## src/logic/pack_temp_map.vh

```
// register map, field positions, reset values and timing for the pack temperature protection block
`ifndef PACK_TEMP_MAP_VH
`define PACK_TEMP_MAP_VH
// register byte offsets
`define REG_CONTROL          6'h00
`define REG_STATUS           6'h04
`define REG_INT_STATUS       6'h08
`define REG_INT_MASK         6'h0c
`define REG_CHG_CURRENT_THR  6'h10
`define REG_DSG_CURRENT_THR  6'h14
`define REG_CHG_OH_THR       6'h18
`define REG_CHG_OH_DELAY     6'h1c
`define REG_CHG_OH_RELEASE   6'h20
`define REG_DSG_OH_THR       6'h24
`define REG_DSG_OH_DELAY     6'h28
`define REG_DSG_OH_RELEASE   6'h2c
`define REG_BLOCK_LOW        6'h30
`define REG_BLOCK_HIGH       6'h34
`define REG_BLOCK_HYS        6'h38
`define REG_TEMPERATURE      6'h3c
// field positions
`define CTRL_BLOCK_EN_BIT    0
`define EVT_CHG_OH_BIT       0
`define EVT_DSG_OH_BIT       1
`define EVT_BLOCK_BIT        2
`define EVT_W                3
`define DELAY_W              8
// reset values, temperatures in signed 0.1 degC, currents in signed mA
`define RST_CHG_CURRENT_THR  16'h0032
`define RST_DSG_CURRENT_THR  16'h0032
`define RST_CHG_OH_THR       16'h0226
`define RST_CHG_OH_DELAY     8'h02
`define RST_CHG_OH_RELEASE   16'h01f4
`define RST_DSG_OH_THR       16'h0258
`define RST_DSG_OH_DELAY     8'h02
`define RST_DSG_OH_RELEASE   16'h0226
`define RST_BLOCK_LOW        16'h0000
`define RST_BLOCK_HIGH       16'h01c2
`define RST_BLOCK_HYS        16'h0064
// axi responses
`define RESP_OKAY            2'b00
`define RESP_SLVERR          2'b10
// timebase
`define CLK_PERIOD_NS        50
`define TICK_PERIOD_NS       1000000000
`define TICK_CNT_W           25
`endif

```

## src/logic/overheat_qualifier.v

```verilog
// qualifies one over-temperature fault with a delay timer and a release temperature
`timescale 1ns/1ps
`default_nettype none
`include "pack_temp_map.vh"
module overheat_qualifier (
  // clock and reset
  input  wire                   aclk,
  input  wire                   aresetn,
  // measurement
  input  wire                   tick,
  input  wire                   direction_active,
  input  wire [15:0]            temperature,
  // configuration
  input  wire [15:0]            threshold,
  input  wire [15:0]            release_temp,
  input  wire [`DELAY_W-1:0]    delay,
  // result
  output reg                    flag,
  output reg                    set_event
);
  reg [`DELAY_W-1:0] timer;
  wire hot     = direction_active && ($signed(temperature) >= $signed(threshold));
  wire cooled  = $signed(temperature) <= $signed(release_temp);

  always @(posedge aclk) begin
    if (!aresetn) begin
      flag      <= 1'b0;
      timer     <= {`DELAY_W{1'b0}};
      set_event <= 1'b0;
    end else begin
      set_event <= 1'b0;
      if (tick) begin
        if (flag) begin
          timer <= {`DELAY_W{1'b0}};
          if (cooled)
            flag <= 1'b0;
        end else if (delay == {`DELAY_W{1'b0}}) begin
          timer <= {`DELAY_W{1'b0}};
        end else if (hot) begin
          // flag sets once the condition has held for the full delay in seconds
          if (timer == delay) begin
            flag      <= 1'b1;
            set_event <= 1'b1;
            timer     <= {`DELAY_W{1'b0}};
          end else begin
            timer <= timer + 1'b1;
          end
        end else begin
          timer <= {`DELAY_W{1'b0}};
        end
      end
    end
  end
endmodule // overheat_qualifier
`default_nettype wire

```

## src/logic/pack_temp_protect.v

```verilog
// pack temperature protection with axi4-lite registers and interrupt
//
// Decided for this implementation: register access over AXI4-Lite and the register offsets.
`timescale 1ns/1ps
`default_nettype none
`include "pack_temp_map.vh"
module pack_temp_protect #(
  parameter TICK_CYCLES = `TICK_PERIOD_NS / `CLK_PERIOD_NS
) (
  // clock and reset
  input  wire                   aclk,
  input  wire                   aresetn,
  // axi4-lite write address
  input  wire [31:0]            s_axi_awaddr,
  input  wire                   s_axi_awvalid,
  output wire                   s_axi_awready,
  // axi4-lite write data
  input  wire [31:0]            s_axi_wdata,
  input  wire [3:0]             s_axi_wstrb,
  input  wire                   s_axi_wvalid,
  output wire                   s_axi_wready,
  // axi4-lite write response
  output reg  [1:0]             s_axi_bresp,
  output reg                    s_axi_bvalid,
  input  wire                   s_axi_bready,
  // axi4-lite read address
  input  wire [31:0]            s_axi_araddr,
  input  wire                   s_axi_arvalid,
  output wire                   s_axi_arready,
  // axi4-lite read data
  output reg  [31:0]            s_axi_rdata,
  output reg  [1:0]             s_axi_rresp,
  output reg                    s_axi_rvalid,
  input  wire                   s_axi_rready,
  // measurements, same clock domain
  input  wire [15:0]            temperature,
  input  wire [15:0]            current,
  // charger control and interrupt
  output reg                    battery_good_n,
  output reg                    irq
);
  // write-side byte lane merge for the 16-bit registers
  function [15:0] merge16;
    input [15:0] old;
    input [31:0] data;
    input [3:0]  strb;
    begin
      merge16[7:0]  = strb[0] ? data[7:0]  : old[7:0];
      merge16[15:8] = strb[1] ? data[15:8] : old[15:8];
    end
  endfunction

  // true when the word address names a register
  function mapped;
    input [5:0] a;
    begin
      mapped = (a <= `REG_TEMPERATURE);
    end
  endfunction

  // configuration registers
  reg                    charge_block_enable;
  reg [`EVT_W-1:0]       int_status;
  reg [`EVT_W-1:0]       int_mask;
  reg [15:0]             chg_current_thr;
  reg [15:0]             dsg_current_thr;
  reg [15:0]             charge_overheat_threshold;
  reg [`DELAY_W-1:0]     charge_overheat_delay;
  reg [15:0]             charge_overheat_release_temp;
  reg [15:0]             discharge_overheat_threshold;
  reg [`DELAY_W-1:0]     discharge_overheat_delay;
  reg [15:0]             discharge_overheat_release_temp;
  reg [15:0]             block_low;
  reg [15:0]             block_high;
  reg [15:0]             block_hys;
  reg [15:0]             last_temperature;

  // block state
  reg                    charge_block_flag;
  reg                    block_set_event;
  wire                   charge_overheat_flag;
  wire                   discharge_overheat_flag;
  wire                   chg_oh_event;
  wire                   dsg_oh_event;
  wire                   tick;

  // bus state
  reg                    aw_held;
  reg                    w_held;
  reg [5:0]              aw_addr;
  reg                    aw_err;
  reg [31:0]             w_data;
  reg [3:0]              w_strb;
  reg [31:0]             next_rdata;
  reg                    addr_ok;

  // direction and window decisions, 17 bits so the negated threshold never wraps
  wire signed [16:0] temp_s   = {temperature[15], temperature};
  wire signed [16:0] cur_s    = {current[15], current};
  wire signed [16:0] chg_th_s = {chg_current_thr[15], chg_current_thr};
  wire signed [16:0] dsg_th_s = {dsg_current_thr[15], dsg_current_thr};
  wire signed [16:0] low_s    = {block_low[15], block_low};
  wire signed [16:0] high_s   = {block_high[15], block_high};
  wire signed [16:0] hys_s    = {block_hys[15], block_hys};
  wire               charging    = cur_s > chg_th_s;
  wire               discharging = cur_s < -dsg_th_s;
  wire               too_cold    = temp_s <= low_s;
  wire               too_hot     = temp_s >= high_s;
  wire               back_inside = (temp_s >= low_s + hys_s) && (temp_s <= high_s - hys_s);
  wire               do_write    = aw_held && w_held && !s_axi_bvalid;
  // an unmapped address must not alias onto a register through its low bits
  wire               write_ok    = do_write && !aw_err;

  // timebase for all threshold checks
  second_tick #(
    .TICK_CYCLES (TICK_CYCLES)
  ) u_tick (
    .aclk    (aclk),
    .aresetn (aresetn),
    .tick    (tick)
  );

  overheat_qualifier u_chg_oh (
    .aclk             (aclk),
    .aresetn          (aresetn),
    .tick             (tick),
    .direction_active (charging),
    .temperature      (temperature),
    .threshold        (charge_overheat_threshold),
    .release_temp     (charge_overheat_release_temp),
    .delay            (charge_overheat_delay),
    .flag             (charge_overheat_flag),
    .set_event        (chg_oh_event)
  );

  overheat_qualifier u_dsg_oh (
    .aclk             (aclk),
    .aresetn          (aresetn),
    .tick             (tick),
    .direction_active (discharging),
    .temperature      (temperature),
    .threshold        (discharge_overheat_threshold),
    .release_temp     (discharge_overheat_release_temp),
    .delay            (discharge_overheat_delay),
    .flag             (discharge_overheat_flag),
    .set_event        (dsg_oh_event)
  );

  // charge inhibit with hysteresis; the charger line acts on any current,
  // the flag only records an out-of-range sample seen while charging
  always @(posedge aclk) begin
    if (!aresetn) begin
      battery_good_n    <= 1'b0;
      charge_block_flag <= 1'b0;
      block_set_event   <= 1'b0;
      last_temperature  <= 16'h0000;
    end else begin
      block_set_event <= 1'b0;
      if (tick) begin
        last_temperature <= temperature;
        if (!charge_block_enable) begin
          battery_good_n    <= 1'b0;
          charge_block_flag <= 1'b0;
        end else if (battery_good_n || charge_block_flag) begin
          if (back_inside) begin
            battery_good_n    <= 1'b0;
            charge_block_flag <= 1'b0;
          end else if (!charge_block_flag && charging) begin
            charge_block_flag <= 1'b1;
            block_set_event   <= 1'b1;
          end
        end else if (too_cold || too_hot) begin
          battery_good_n <= 1'b1;
          if (charging) begin
            charge_block_flag <= 1'b1;
            block_set_event   <= 1'b1;
          end
        end
      end
    end
  end

  // interrupt: a new event wins over a write-one-to-clear in the same cycle
  always @(posedge aclk) begin
    if (!aresetn) begin
      int_status <= {`EVT_W{1'b0}};
      irq        <= 1'b0;
    end else begin
      int_status <= (int_status & ~((write_ok && aw_addr == `REG_INT_STATUS && w_strb[0]) ?
                                     w_data[`EVT_W-1:0] : {`EVT_W{1'b0}}))
                    | {block_set_event, dsg_oh_event, chg_oh_event};
      irq        <= |(int_status & int_mask);
    end
  end

  // write channel: address and data are taken independently, in either order
  assign s_axi_awready = !aw_held;
  assign s_axi_wready  = !w_held;

  always @(posedge aclk) begin
    if (!aresetn) begin
      aw_held      <= 1'b0;
      w_held       <= 1'b0;
      aw_addr      <= 6'h00;
      aw_err       <= 1'b0;
      w_data       <= 32'h00000000;
      w_strb       <= 4'h0;
      s_axi_bvalid <= 1'b0;
      s_axi_bresp  <= `RESP_OKAY;
    end else begin
      if (s_axi_awvalid && !aw_held) begin
        aw_held <= 1'b1;
        aw_addr <= {s_axi_awaddr[5:2], 2'b00};
        aw_err  <= (s_axi_awaddr[31:6] != 26'h0000000);
      end
      if (s_axi_wvalid && !w_held) begin
        w_held <= 1'b1;
        w_data <= s_axi_wdata;
        w_strb <= s_axi_wstrb;
      end
      if (do_write) begin
        aw_held      <= 1'b0;
        w_held       <= 1'b0;
        s_axi_bvalid <= 1'b1;
        s_axi_bresp  <= (mapped(aw_addr) && !aw_err) ? `RESP_OKAY : `RESP_SLVERR;
      end else if (s_axi_bvalid && s_axi_bready) begin
        s_axi_bvalid <= 1'b0;
      end
    end
  end

  // register writes
  always @(posedge aclk) begin
    if (!aresetn) begin
      charge_block_enable             <= 1'b0;
      int_mask                        <= {`EVT_W{1'b0}};
      chg_current_thr                 <= `RST_CHG_CURRENT_THR;
      dsg_current_thr                 <= `RST_DSG_CURRENT_THR;
      charge_overheat_threshold       <= `RST_CHG_OH_THR;
      charge_overheat_delay           <= `RST_CHG_OH_DELAY;
      charge_overheat_release_temp    <= `RST_CHG_OH_RELEASE;
      discharge_overheat_threshold    <= `RST_DSG_OH_THR;
      discharge_overheat_delay        <= `RST_DSG_OH_DELAY;
      discharge_overheat_release_temp <= `RST_DSG_OH_RELEASE;
      block_low                       <= `RST_BLOCK_LOW;
      block_high                      <= `RST_BLOCK_HIGH;
      block_hys                       <= `RST_BLOCK_HYS;
    end else if (write_ok) begin
      if (aw_addr == `REG_CONTROL) begin
        if (w_strb[0])
          charge_block_enable <= w_data[`CTRL_BLOCK_EN_BIT];
      end else if (aw_addr == `REG_INT_MASK) begin
        if (w_strb[0])
          int_mask <= w_data[`EVT_W-1:0];
      end else if (aw_addr == `REG_CHG_CURRENT_THR) begin
        chg_current_thr <= merge16(chg_current_thr, w_data, w_strb);
      end else if (aw_addr == `REG_DSG_CURRENT_THR) begin
        dsg_current_thr <= merge16(dsg_current_thr, w_data, w_strb);
      end else if (aw_addr == `REG_CHG_OH_THR) begin
        charge_overheat_threshold <= merge16(charge_overheat_threshold, w_data, w_strb);
      end else if (aw_addr == `REG_CHG_OH_DELAY) begin
        if (w_strb[0])
          charge_overheat_delay <= w_data[`DELAY_W-1:0];
      end else if (aw_addr == `REG_CHG_OH_RELEASE) begin
        charge_overheat_release_temp <= merge16(charge_overheat_release_temp, w_data, w_strb);
      end else if (aw_addr == `REG_DSG_OH_THR) begin
        discharge_overheat_threshold <= merge16(discharge_overheat_threshold, w_data, w_strb);
      end else if (aw_addr == `REG_DSG_OH_DELAY) begin
        if (w_strb[0])
          discharge_overheat_delay <= w_data[`DELAY_W-1:0];
      end else if (aw_addr == `REG_DSG_OH_RELEASE) begin
        discharge_overheat_release_temp <= merge16(discharge_overheat_release_temp, w_data, w_strb);
      end else if (aw_addr == `REG_BLOCK_LOW) begin
        block_low <= merge16(block_low, w_data, w_strb);
      end else if (aw_addr == `REG_BLOCK_HIGH) begin
        block_high <= merge16(block_high, w_data, w_strb);
      end else if (aw_addr == `REG_BLOCK_HYS) begin
        block_hys <= merge16(block_hys, w_data, w_strb);
      end
    end
  end

  // read decode; status and temperature are read-only
  always @* begin
    next_rdata = 32'h00000000;
    addr_ok    = (s_axi_araddr[31:6] == 26'h0000000);
    if (s_axi_araddr[5:0] == `REG_CONTROL) begin
      next_rdata[`CTRL_BLOCK_EN_BIT] = charge_block_enable;
    end else if (s_axi_araddr[5:0] == `REG_STATUS) begin
      next_rdata[3:0] = {battery_good_n, charge_block_flag, discharge_overheat_flag, charge_overheat_flag};
    end else if (s_axi_araddr[5:0] == `REG_INT_STATUS) begin
      next_rdata[`EVT_W-1:0] = int_status;
    end else if (s_axi_araddr[5:0] == `REG_INT_MASK) begin
      next_rdata[`EVT_W-1:0] = int_mask;
    end else if (s_axi_araddr[5:0] == `REG_CHG_CURRENT_THR) begin
      next_rdata[15:0] = chg_current_thr;
    end else if (s_axi_araddr[5:0] == `REG_DSG_CURRENT_THR) begin
      next_rdata[15:0] = dsg_current_thr;
    end else if (s_axi_araddr[5:0] == `REG_CHG_OH_THR) begin
      next_rdata[15:0] = charge_overheat_threshold;
    end else if (s_axi_araddr[5:0] == `REG_CHG_OH_DELAY) begin
      next_rdata[`DELAY_W-1:0] = charge_overheat_delay;
    end else if (s_axi_araddr[5:0] == `REG_CHG_OH_RELEASE) begin
      next_rdata[15:0] = charge_overheat_release_temp;
    end else if (s_axi_araddr[5:0] == `REG_DSG_OH_THR) begin
      next_rdata[15:0] = discharge_overheat_threshold;
    end else if (s_axi_araddr[5:0] == `REG_DSG_OH_DELAY) begin
      next_rdata[`DELAY_W-1:0] = discharge_overheat_delay;
    end else if (s_axi_araddr[5:0] == `REG_DSG_OH_RELEASE) begin
      next_rdata[15:0] = discharge_overheat_release_temp;
    end else if (s_axi_araddr[5:0] == `REG_BLOCK_LOW) begin
      next_rdata[15:0] = block_low;
    end else if (s_axi_araddr[5:0] == `REG_BLOCK_HIGH) begin
      next_rdata[15:0] = block_high;
    end else if (s_axi_araddr[5:0] == `REG_BLOCK_HYS) begin
      next_rdata[15:0] = block_hys;
    end else if (s_axi_araddr[5:0] == `REG_TEMPERATURE) begin
      next_rdata[15:0] = last_temperature;
    end else begin
      addr_ok = 1'b0;
    end
  end

  // read channel: one read at a time, answered the cycle after the address is taken
  assign s_axi_arready = !s_axi_rvalid;

  always @(posedge aclk) begin
    if (!aresetn) begin
      s_axi_rvalid <= 1'b0;
      s_axi_rdata  <= 32'h00000000;
      s_axi_rresp  <= `RESP_OKAY;
    end else if (s_axi_arvalid && !s_axi_rvalid) begin
      s_axi_rvalid <= 1'b1;
      s_axi_rdata  <= addr_ok ? next_rdata : 32'h00000000;
      s_axi_rresp  <= addr_ok ? `RESP_OKAY : `RESP_SLVERR;
    end else if (s_axi_rvalid && s_axi_rready) begin
      s_axi_rvalid <= 1'b0;
    end
  end
endmodule // pack_temp_protect
`default_nettype wire

```

## src/logic/second_tick.v

```verilog
// one-cycle pulse once per measurement period
`timescale 1ns/1ps
`default_nettype none
`include "pack_temp_map.vh"
module second_tick #(
  parameter TICK_CYCLES = `TICK_PERIOD_NS / `CLK_PERIOD_NS
) (
  // clock and reset
  input  wire                   aclk,
  input  wire                   aresetn,
  // timebase
  output reg                    tick
);
  reg [`TICK_CNT_W-1:0] count;
  wire [31:0]            last_full = TICK_CYCLES - 1;
  wire [`TICK_CNT_W-1:0] last      = last_full[`TICK_CNT_W-1:0];

  always @(posedge aclk) begin
    if (!aresetn) begin
      count <= {`TICK_CNT_W{1'b0}};
      tick  <= 1'b0;
    end else if (count == last) begin
      count <= {`TICK_CNT_W{1'b0}};
      tick  <= 1'b1;
    end else begin
      count <= count + 1'b1;
      tick  <= 1'b0;
    end
  end
endmodule // second_tick
`default_nettype wire

```

## config.mk

```make
export PLATFORM = sky130hd
export DESIGN_NAME = pack_temp_protect
export DESIGN_NICKNAME = d
export VERILOG_FILES = /design/src/logic/overheat_qualifier.v /design/src/logic/pack_temp_protect.v /design/src/logic/second_tick.v
export VERILOG_INCLUDE_DIRS = /design/src /design/src/logic
export SDC_FILE = /design/constraint.sdc
export NUM_CORES = 1
export LEC_CHECK = 0
export BUFFER_PORTS_ARGS = -buffer_cell sky130_fd_sc_hd__buf_4
export CELL_PAD_IN_SITES_DETAIL_PLACEMENT = 0
export CELL_PAD_IN_SITES_GLOBAL_PLACEMENT = 1
export CORE_MARGIN = 2
export CORE_UTILIZATION = 32
export DETAILED_ROUTE_END_ITERATION = 8
export GPL_TIMING_DRIVEN = 1
export PLACE_DENSITY_LB_ADDON = 0.1
export SYNTH_ARGS = -nofsm -noshare
export SYNTH_HDL_FRONTEND = slang
export SYNTH_SLANG_ARGS = --single-unit
```

## constraint.sdc

```tcl
create_clock -name aclk -period 4.7 [get_ports aclk]
set_input_delay 0.94 -clock aclk [delete_from_list [all_inputs] [get_ports aclk]]
set_output_delay 0.94 -clock aclk [all_outputs]
set_load 0.005 [all_outputs]
```

==> results.sh, run 1 <==
export IMPL_cts_buffers_inserted=36
export IMPL_dieArea_sq_um=59100
export IMPL_final_core_util_pct=38.1
export IMPL_required_ps=5140
export IMPL_min_period_ps=4490
export IMPL_max_slew_margin_pct=20.6
export IMPL_fin_worst_skew_ps=24.8
export IMPL_drtPass1Iterations=5
export IMPL_nets=2617
export IMPL_gp_congestion=0.815
export IMPL_io_buffers=143
export IMPL_min_period_over_period_pct=95.4
export IMPL_maxSlewViolCount=0
export IMPL_via_per_inst=5.14
export IMPL_max_cap_violations=0
export IMPL_setup_viol=0
export IMPL_track_usage_pct=20.8
export IMPL_grt_ovfl_total=0
export IMPL_r2r_slack_ps=210
export IMPL_drc=0
export IMPL_crit_start="block_hys[1]"
export IMPL_fmaxAchievable_ghz=0.223
export IMPL_leakagePower_uw=0.00940
export IMPL_diodes=0
export IMPL_antenna_found_initial=0
export IMPL_grt_pass1_wl_microns=95100
export IMPL_irDropWorstVdd_v=0.000210
export IMPL_placementRows=87
export IMPL_ant_nets=0
export IMPL_layout_common_cells="276 x dfxtp_1, 224 x nand2_1, 196 x ha_1"
export IMPL_clkTransAtPathRegs_ps=60
export IMPL_place_inst=2996
export IMPL_stdcell_count=3058
export IMPL_clk_path_buf_depth=3
export IMPL_syn2layout_area_growth_pct=17.7
export IMPL_power_density_nw_per_um2=262
export IMPL_ys_flop_type="dfxtp_1"
export IMPL_crit_path_start_kind="flip-flop"
export IMPL_initial_core_util_pct=32.4
export IMPL_fp_dieH_microns=243
export IMPL_finalHoldViolCount=0
export IMPL_ys_seq_area_share_pct=30.4
export IMPL_ys_types=73
export IMPL_layout_drive_gt1_share_pct=13.8
export IMPL_boundaryPins=182
export IMPL_hpwl_microns=47600
export IMPL_vias=15700
export IMPL_worstReg2RegStart="block_hys[1]"
export IMPL_htreeDepth=2
export IMPL_synthCells=2147
export IMPL_hold_path_class="reg2reg"
export IMPL_crit_end="charge_block_flag"
export IMPL_core_area_sq_um=56500
export IMPL_worstSkewPairLatency_ps=560
export IMPL_ys_warnings_count=0
export IMPL_grt_pass1_vias=15400
export IMPL_status="complete, no violations"
export IMPL_dieWidth_microns=243
export IMPL_syn_cell_area_sq_um=18300
export IMPL_cp_max_fo=3
export IMPL_critPathKind="reg2reg"
export IMPL_drt_initial_drc_count=864
export IMPL_crit_path_end_kind="flip-flop"
export IMPL_cts_tree="done"
export IMPL_syn_area_per_cell_sq_um=8.53
export IMPL_whs_ps=462
export IMPL_mostFrequentLayoutCell="dfxtp_1"
export IMPL_async_flop_share_pct=0
export IMPL_hold_buffers=0
export IMPL_clock_sinks=278
export IMPL_r2r_end="charge_block_flag"
export IMPL_setup_tns_ps=0
export IMPL_r2r_cells=22
export IMPL_yosys_register_bits=278
export IMPL_avgRoutedWirePerCell_microns=20.4
export IMPL_cts_root_buf="clkbuf_16"
export IMPL_cp_arrival_ps=4920
export IMPL_tightest_slew_ps=1190
export IMPL_grt_setup_unrepaired="yes"
export IMPL_grt_start_max_net_pins=99
export IMPL_wirelength_microns=62500
export IMPL_synth_edf_count=0
==> worst min path at each step <==
stage	endpoint	slack (ps)	from	cells past startpoint
global route	charge_overheat_threshold[3]	490	charge_overheat_threshold[3]	2
detailed placement	u_tick.count[0]	450	u_tick.count[0]	1
CTS	u_tick.count[0]	470	u_tick.count[0]	1
floorplan	u_tick.count[0]	430	u_tick.count[0]	1
finish	u_tick.count[0]	460	u_tick.count[0]	1
global placement	int_status[0]	440	u_chg_oh.set_event	2
==> area by class of cell <==
cell class / instances / area, sq um
fillers: 5834 / 35000
clock buffers: 52 / 1060
repair buffers: 195 / 1470
clock inverters: 10 / 65.1
well taps: 756 / 946
inverters: 154 / 578
multi-input cells: 1613 / 11900
flip-flops and latches: 278 / 5570
==> sequential cells by signal, summed over array words and instances, names as in the netlist, 2 cells and up <==
name,flops
int_mask,3
int_status,3
charge_overheat_release_temp,16
discharge_overheat_release_temp,16
s_axi_rdata,16
block_hys,16
aw_addr,4
discharge_overheat_delay,8
block_low,16
u_dsg_oh.timer,8
chg_current_thr,16
w_strb,2
u_tick.count,25
last_temperature,16
charge_overheat_threshold,16
block_high,16
dsg_current_thr,16
w_data,16
u_chg_oh.timer,8
charge_overheat_delay,8
discharge_overheat_threshold,16
==> logic make-up (layout without fill, tap and decap cells) <==
family / Yosys count / after routing / share of synthesized area, %
AOI/OAI and AO/OA: 439 / 439 / 15.8
xor gates and xnor gates: 79 / 79 / 3.78
adders and majority gates: 200 / 200 / 13.7
buffers and inverters: 273 / 411 / 6.06
DFF: 278 / 278 / 30.4
muxes: 163 / 163 / 10.5
other: 1 / 18 / 0.0205
and+or+nand+nor: 714 / 714 / 19.7
==> per-layer routing <==
metal  track usage [%]  wire length [microns]  vias to the layer above  part of all wire [%]
met5                 0                      0                        -                     0
met4              5.38                   1390                        0                   2.2
met3              2.81                   2410                       79                   3.9
met2              33.8                  28500                      280                    46
met1              28.9                  30100                     7530                    48
li1                  -                      -                     7827                     -
==> power breakdown <==
part | internal (uW) | switching, uW
logic | 230 | 304
registers | 2370 | 59.3
clock network | 1570 | 1120
total | 4170 | 1480
==> critical path, stage by stage, from the launching register on <==
cell and delay, ps:
dfxtp_4 350, buf_4 140, ha_1 280, a211oi_1 260
o21ai_0 230, a31oi_1 400, a21oi_1 170, a21o_1 210
a21o_1 190, a21o_1 170, a21oi_1 160, xnor2_1 90
ha_1 290, and4_1 210, nand2_1 70, a21oi_1 150
a31oi_1 110, a221oi_2 200, buf_4 190, nand2_2 60
nand2_2 100, a21oi_2 40, a2111oi_2 270
==> per-stage QoR <==
| step | instance area, sq um | setup WS [ps] | total power (uW) |
|---|---|---|---|
| after floorplan | 18400 | 518 | 2760 |
| after global placement | 20300 | -123 | 3010 |
| after detailed placement | 20300 | -216 | 3020 |
| after CTS | 21400 | 7.60 | 5730 |
| after global routing | 21500 | -53.5 | 5870 |
| final | 21500 | 215 | 5650 |
==> timing repair <==
action,4_1_cts,5_1_grt
setup buffers,0,0
pin swaps,3,10
setup endpoints to repair,3,7
gates resized for setup,9,24
==> synth_stat cells (69+ instances only) <==
master      n  area [sq um]
a21boi_0   69           518
a21oi_1   108           541
clkbuf_1   85           319
dfxtp_1   278          5570
ha_1      198          2480
inv_1     153           574
mux2i_1   139          1390
nand2_1   226           848
nand3_1    90           450
nor2_1     88           330
nor2b_1   144           901
o21ai_0    73           365
Power figures use the tool's default switching activity.
==> run 2, diff against run 1 <==
--- a/config.mk
+++ b/config.mk
@@ -10,7 +10,7 @@
 export CELL_PAD_IN_SITES_DETAIL_PLACEMENT = 0
 export CELL_PAD_IN_SITES_GLOBAL_PLACEMENT = 1
 export CORE_MARGIN = 2
-export CORE_UTILIZATION = 32
+export CORE_UTILIZATION = 46
 export DETAILED_ROUTE_END_ITERATION = 8
 export GPL_TIMING_DRIVEN = 1
 export PLACE_DENSITY_LB_ADDON = 0.1
==> run 2 against run 1 <==
  * The flow now finishes with violations (setup timing)
  * First-iteration DRC count is 33% higher
  * Non-clock buffer count is 7 lower
  * Total power increased by 1.6%
  * Clock power grew 4%
  * Cell count fell by 7.8%
  * Maximum frequency shrank 5.9%
  * Via count grew 0.79%
  * Die area fell by 30%
  * Combinational power shrank 2%
  * Utilization up 16 points
  * Critical endpoint unchanged
==> results.sh, run 2 (same netlist as run 1, synthesis figures left out) <==
export IMPL_cts_buffers_inserted=34
export IMPL_fmaxAchievable_ghz=0.210
export IMPL_drc=0
export IMPL_hold_path_class="reg2reg"
export IMPL_drtPass1Iterations=5
export IMPL_drt_initial_drc_count=1152
export IMPL_crit_path_top_delay_cell="or4_4"
export IMPL_cts_root_buf="clkbuf_16"
export IMPL_cp_arrival_ps=5180
export IMPL_gp_congestion=0.891
export IMPL_initial_core_util_pct=46.3
export IMPL_nets=2608
export IMPL_ant_nets=0
export IMPL_wirelength_microns=56800
export IMPL_io_buffers=143
export IMPL_fp_dieH_microns=204
export IMPL_irDropWorstVdd_v=0.000224
export IMPL_critPathKind="reg2reg"
export IMPL_finalHoldViolCount=0
export IMPL_core_area_sq_um=39500
export IMPL_boundaryPins=182
export IMPL_track_usage_pct=27.4
export IMPL_fill_cells=3675
export IMPL_grt_pass1_vias=15400
export IMPL_dieArea_sq_um=41400
export IMPL_crit_path_end_kind="flip-flop"
export IMPL_violations="setup timing"
export IMPL_worstSkewPairLatency_ps=520
export IMPL_setup_ws_ps=-68.0
export IMPL_final_core_util_pct=53.7
export IMPL_setup_viol=1
export IMPL_via_per_inst=5.62
export IMPL_clock_sinks=278
export IMPL_maxSlewViolCount=0
export IMPL_status="finished, violations left"
export IMPL_path_cells="inv_2 -> ha_4 -> nor2b_4 -> o31a_1 -> o41ai_2 -> buf_4 -> o21ai_4 -> or4_4 -> a31oi_4 -> nor2b_2 -> o2111a_1 -> a311oi_2 -> ha_1 -> a2111oi_2 -> nand3_1 -> a221oi_2 -> buf_4 -> nand2_2 -> nand2_2 -> a21oi_2 -> a2111oi_2"
export IMPL_min_period_ps=4770
export IMPL_clk_path_buf_depth=3
export IMPL_hpwl_microns=41900
export IMPL_finalPower_uw=5740
export IMPL_required_ps=5120
export IMPL_crit_path_start_kind="flip-flop"
export IMPL_layout_drive_gt1_share_pct=13.7
export IMPL_grt_setup_unrepaired="yes"
export IMPL_tightest_slew_ps=1130
export IMPL_cp_max_fo=3
export IMPL_power_density_nw_per_um2=270
export IMPL_largest_register_ffs=25
export IMPL_slowest_delay_ps=570
export IMPL_grt_ovfl_total=0
export IMPL_grt_start_max_net_pins=120
export IMPL_layout_common_cells="274 x dfxtp_1, 224 x nand2_1, 195 x ha_1"
export IMPL_hold_buffers=0
export IMPL_cts_tree="done"
export IMPL_htreeDepth=2
export IMPL_clkTransAtPathRegs_ps=60
export IMPL_placementRows=73
export IMPL_min_period_over_period_pct=101
export IMPL_antenna_found_initial=0
export IMPL_fin_worst_skew_ps=16.2
export IMPL_dieWidth_microns=204
export IMPL_vias=15800
export IMPL_largest_register="u_tick.count"
export IMPL_diodes=0
export IMPL_leakagePower_uw=0.00937
export IMPL_max_slew_margin_pct=23.9
export IMPL_avgRoutedWirePerCell_microns=20.1
export IMPL_max_cap_violations=0
export IMPL_mostFrequentLayoutCell="dfxtp_1"
export IMPL_syn2layout_area_growth_pct=16.0
export IMPL_grt_pass1_wl_microns=88200
run 2: cell count changes in the layout (fill, tap and decap cells not counted), sizes merged:
cell	previous run	this run
clkinvlp	0	1
buf	195	188
clkbuf	52	46
bufinv	0	4
run 2: layout make-up:
type	count	area, sq um	area share, %
Multi-Input combinational cell	1613	11800	55.7
Timing Repair Buffer	188	1420	6.66
Clock inverter	15	185	0.872
Inverter	154	578	2.72
Tap cell	525	657	3.09
Sequential cell	278	5570	26.2
Clock buffer	46	997	4.69
run 2: path summary, 6_finish.rpt:
kind                      startpoint                 to  slack (ps)  depth (start not counted)
setup / recovery        block_hys[1]  charge_block_flag         -70                         21
hold reg to reg   u_chg_oh.set_event      int_status[0]         460                          2
setup reg to reg        block_hys[1]  charge_block_flag         -70                         21
hold / removal    u_chg_oh.set_event      int_status[0]         460                          2
run 2: report_power, final:
part	switching (uW)	internal, uW
clock network	1080	1710
logic	296	228
registers	57.8	2370
run 2: per-layer routing:
layer	routed length [microns]	track usage, %	part of all wire, %	vias to the layer above
met3	3330	4.86	5.9	95
met4	1660	8.34	2.9	0
met5	0	0	0	-
met2	25200	43.2	44	444
met1	26600	38.0	47	7494
li1	-	-	-	7807
run 2: repair_timing:
action	CTS	global route
endpoints found under the setup margin	1	6
resized for setup	7	27
setup buffers	0	3
cloned	0	0
pin swaps	1	14
run 2: stage by stage:
stage          hold slack, ps  setup TNS, ps  cell area [sq um]  setup slack [ps]  std cells
3_5_place_dp              449           -116              19900              -116       2755
5_1_grt                   483           -475              21200              -272       2819
3_3_place_gp              441          -5.57              19900             -5.57       2755
2_1_floorplan             430              0              18400               518       2164
6_report                  460          -68.0              21200             -68.0       2819
4_1_cts                   461              0              21100              15.4       2816
run 2: critical path, delay by kind of cell, from the launching register on:
kind,cells,cell delay [ps]
adder cells (fa/ha/maj),2,500
AND/OR/NAND/NOR,6,1060
AO/OA/AOI/OAI,10,2310
buffers and inverters,3,430
flip-flops,1,360
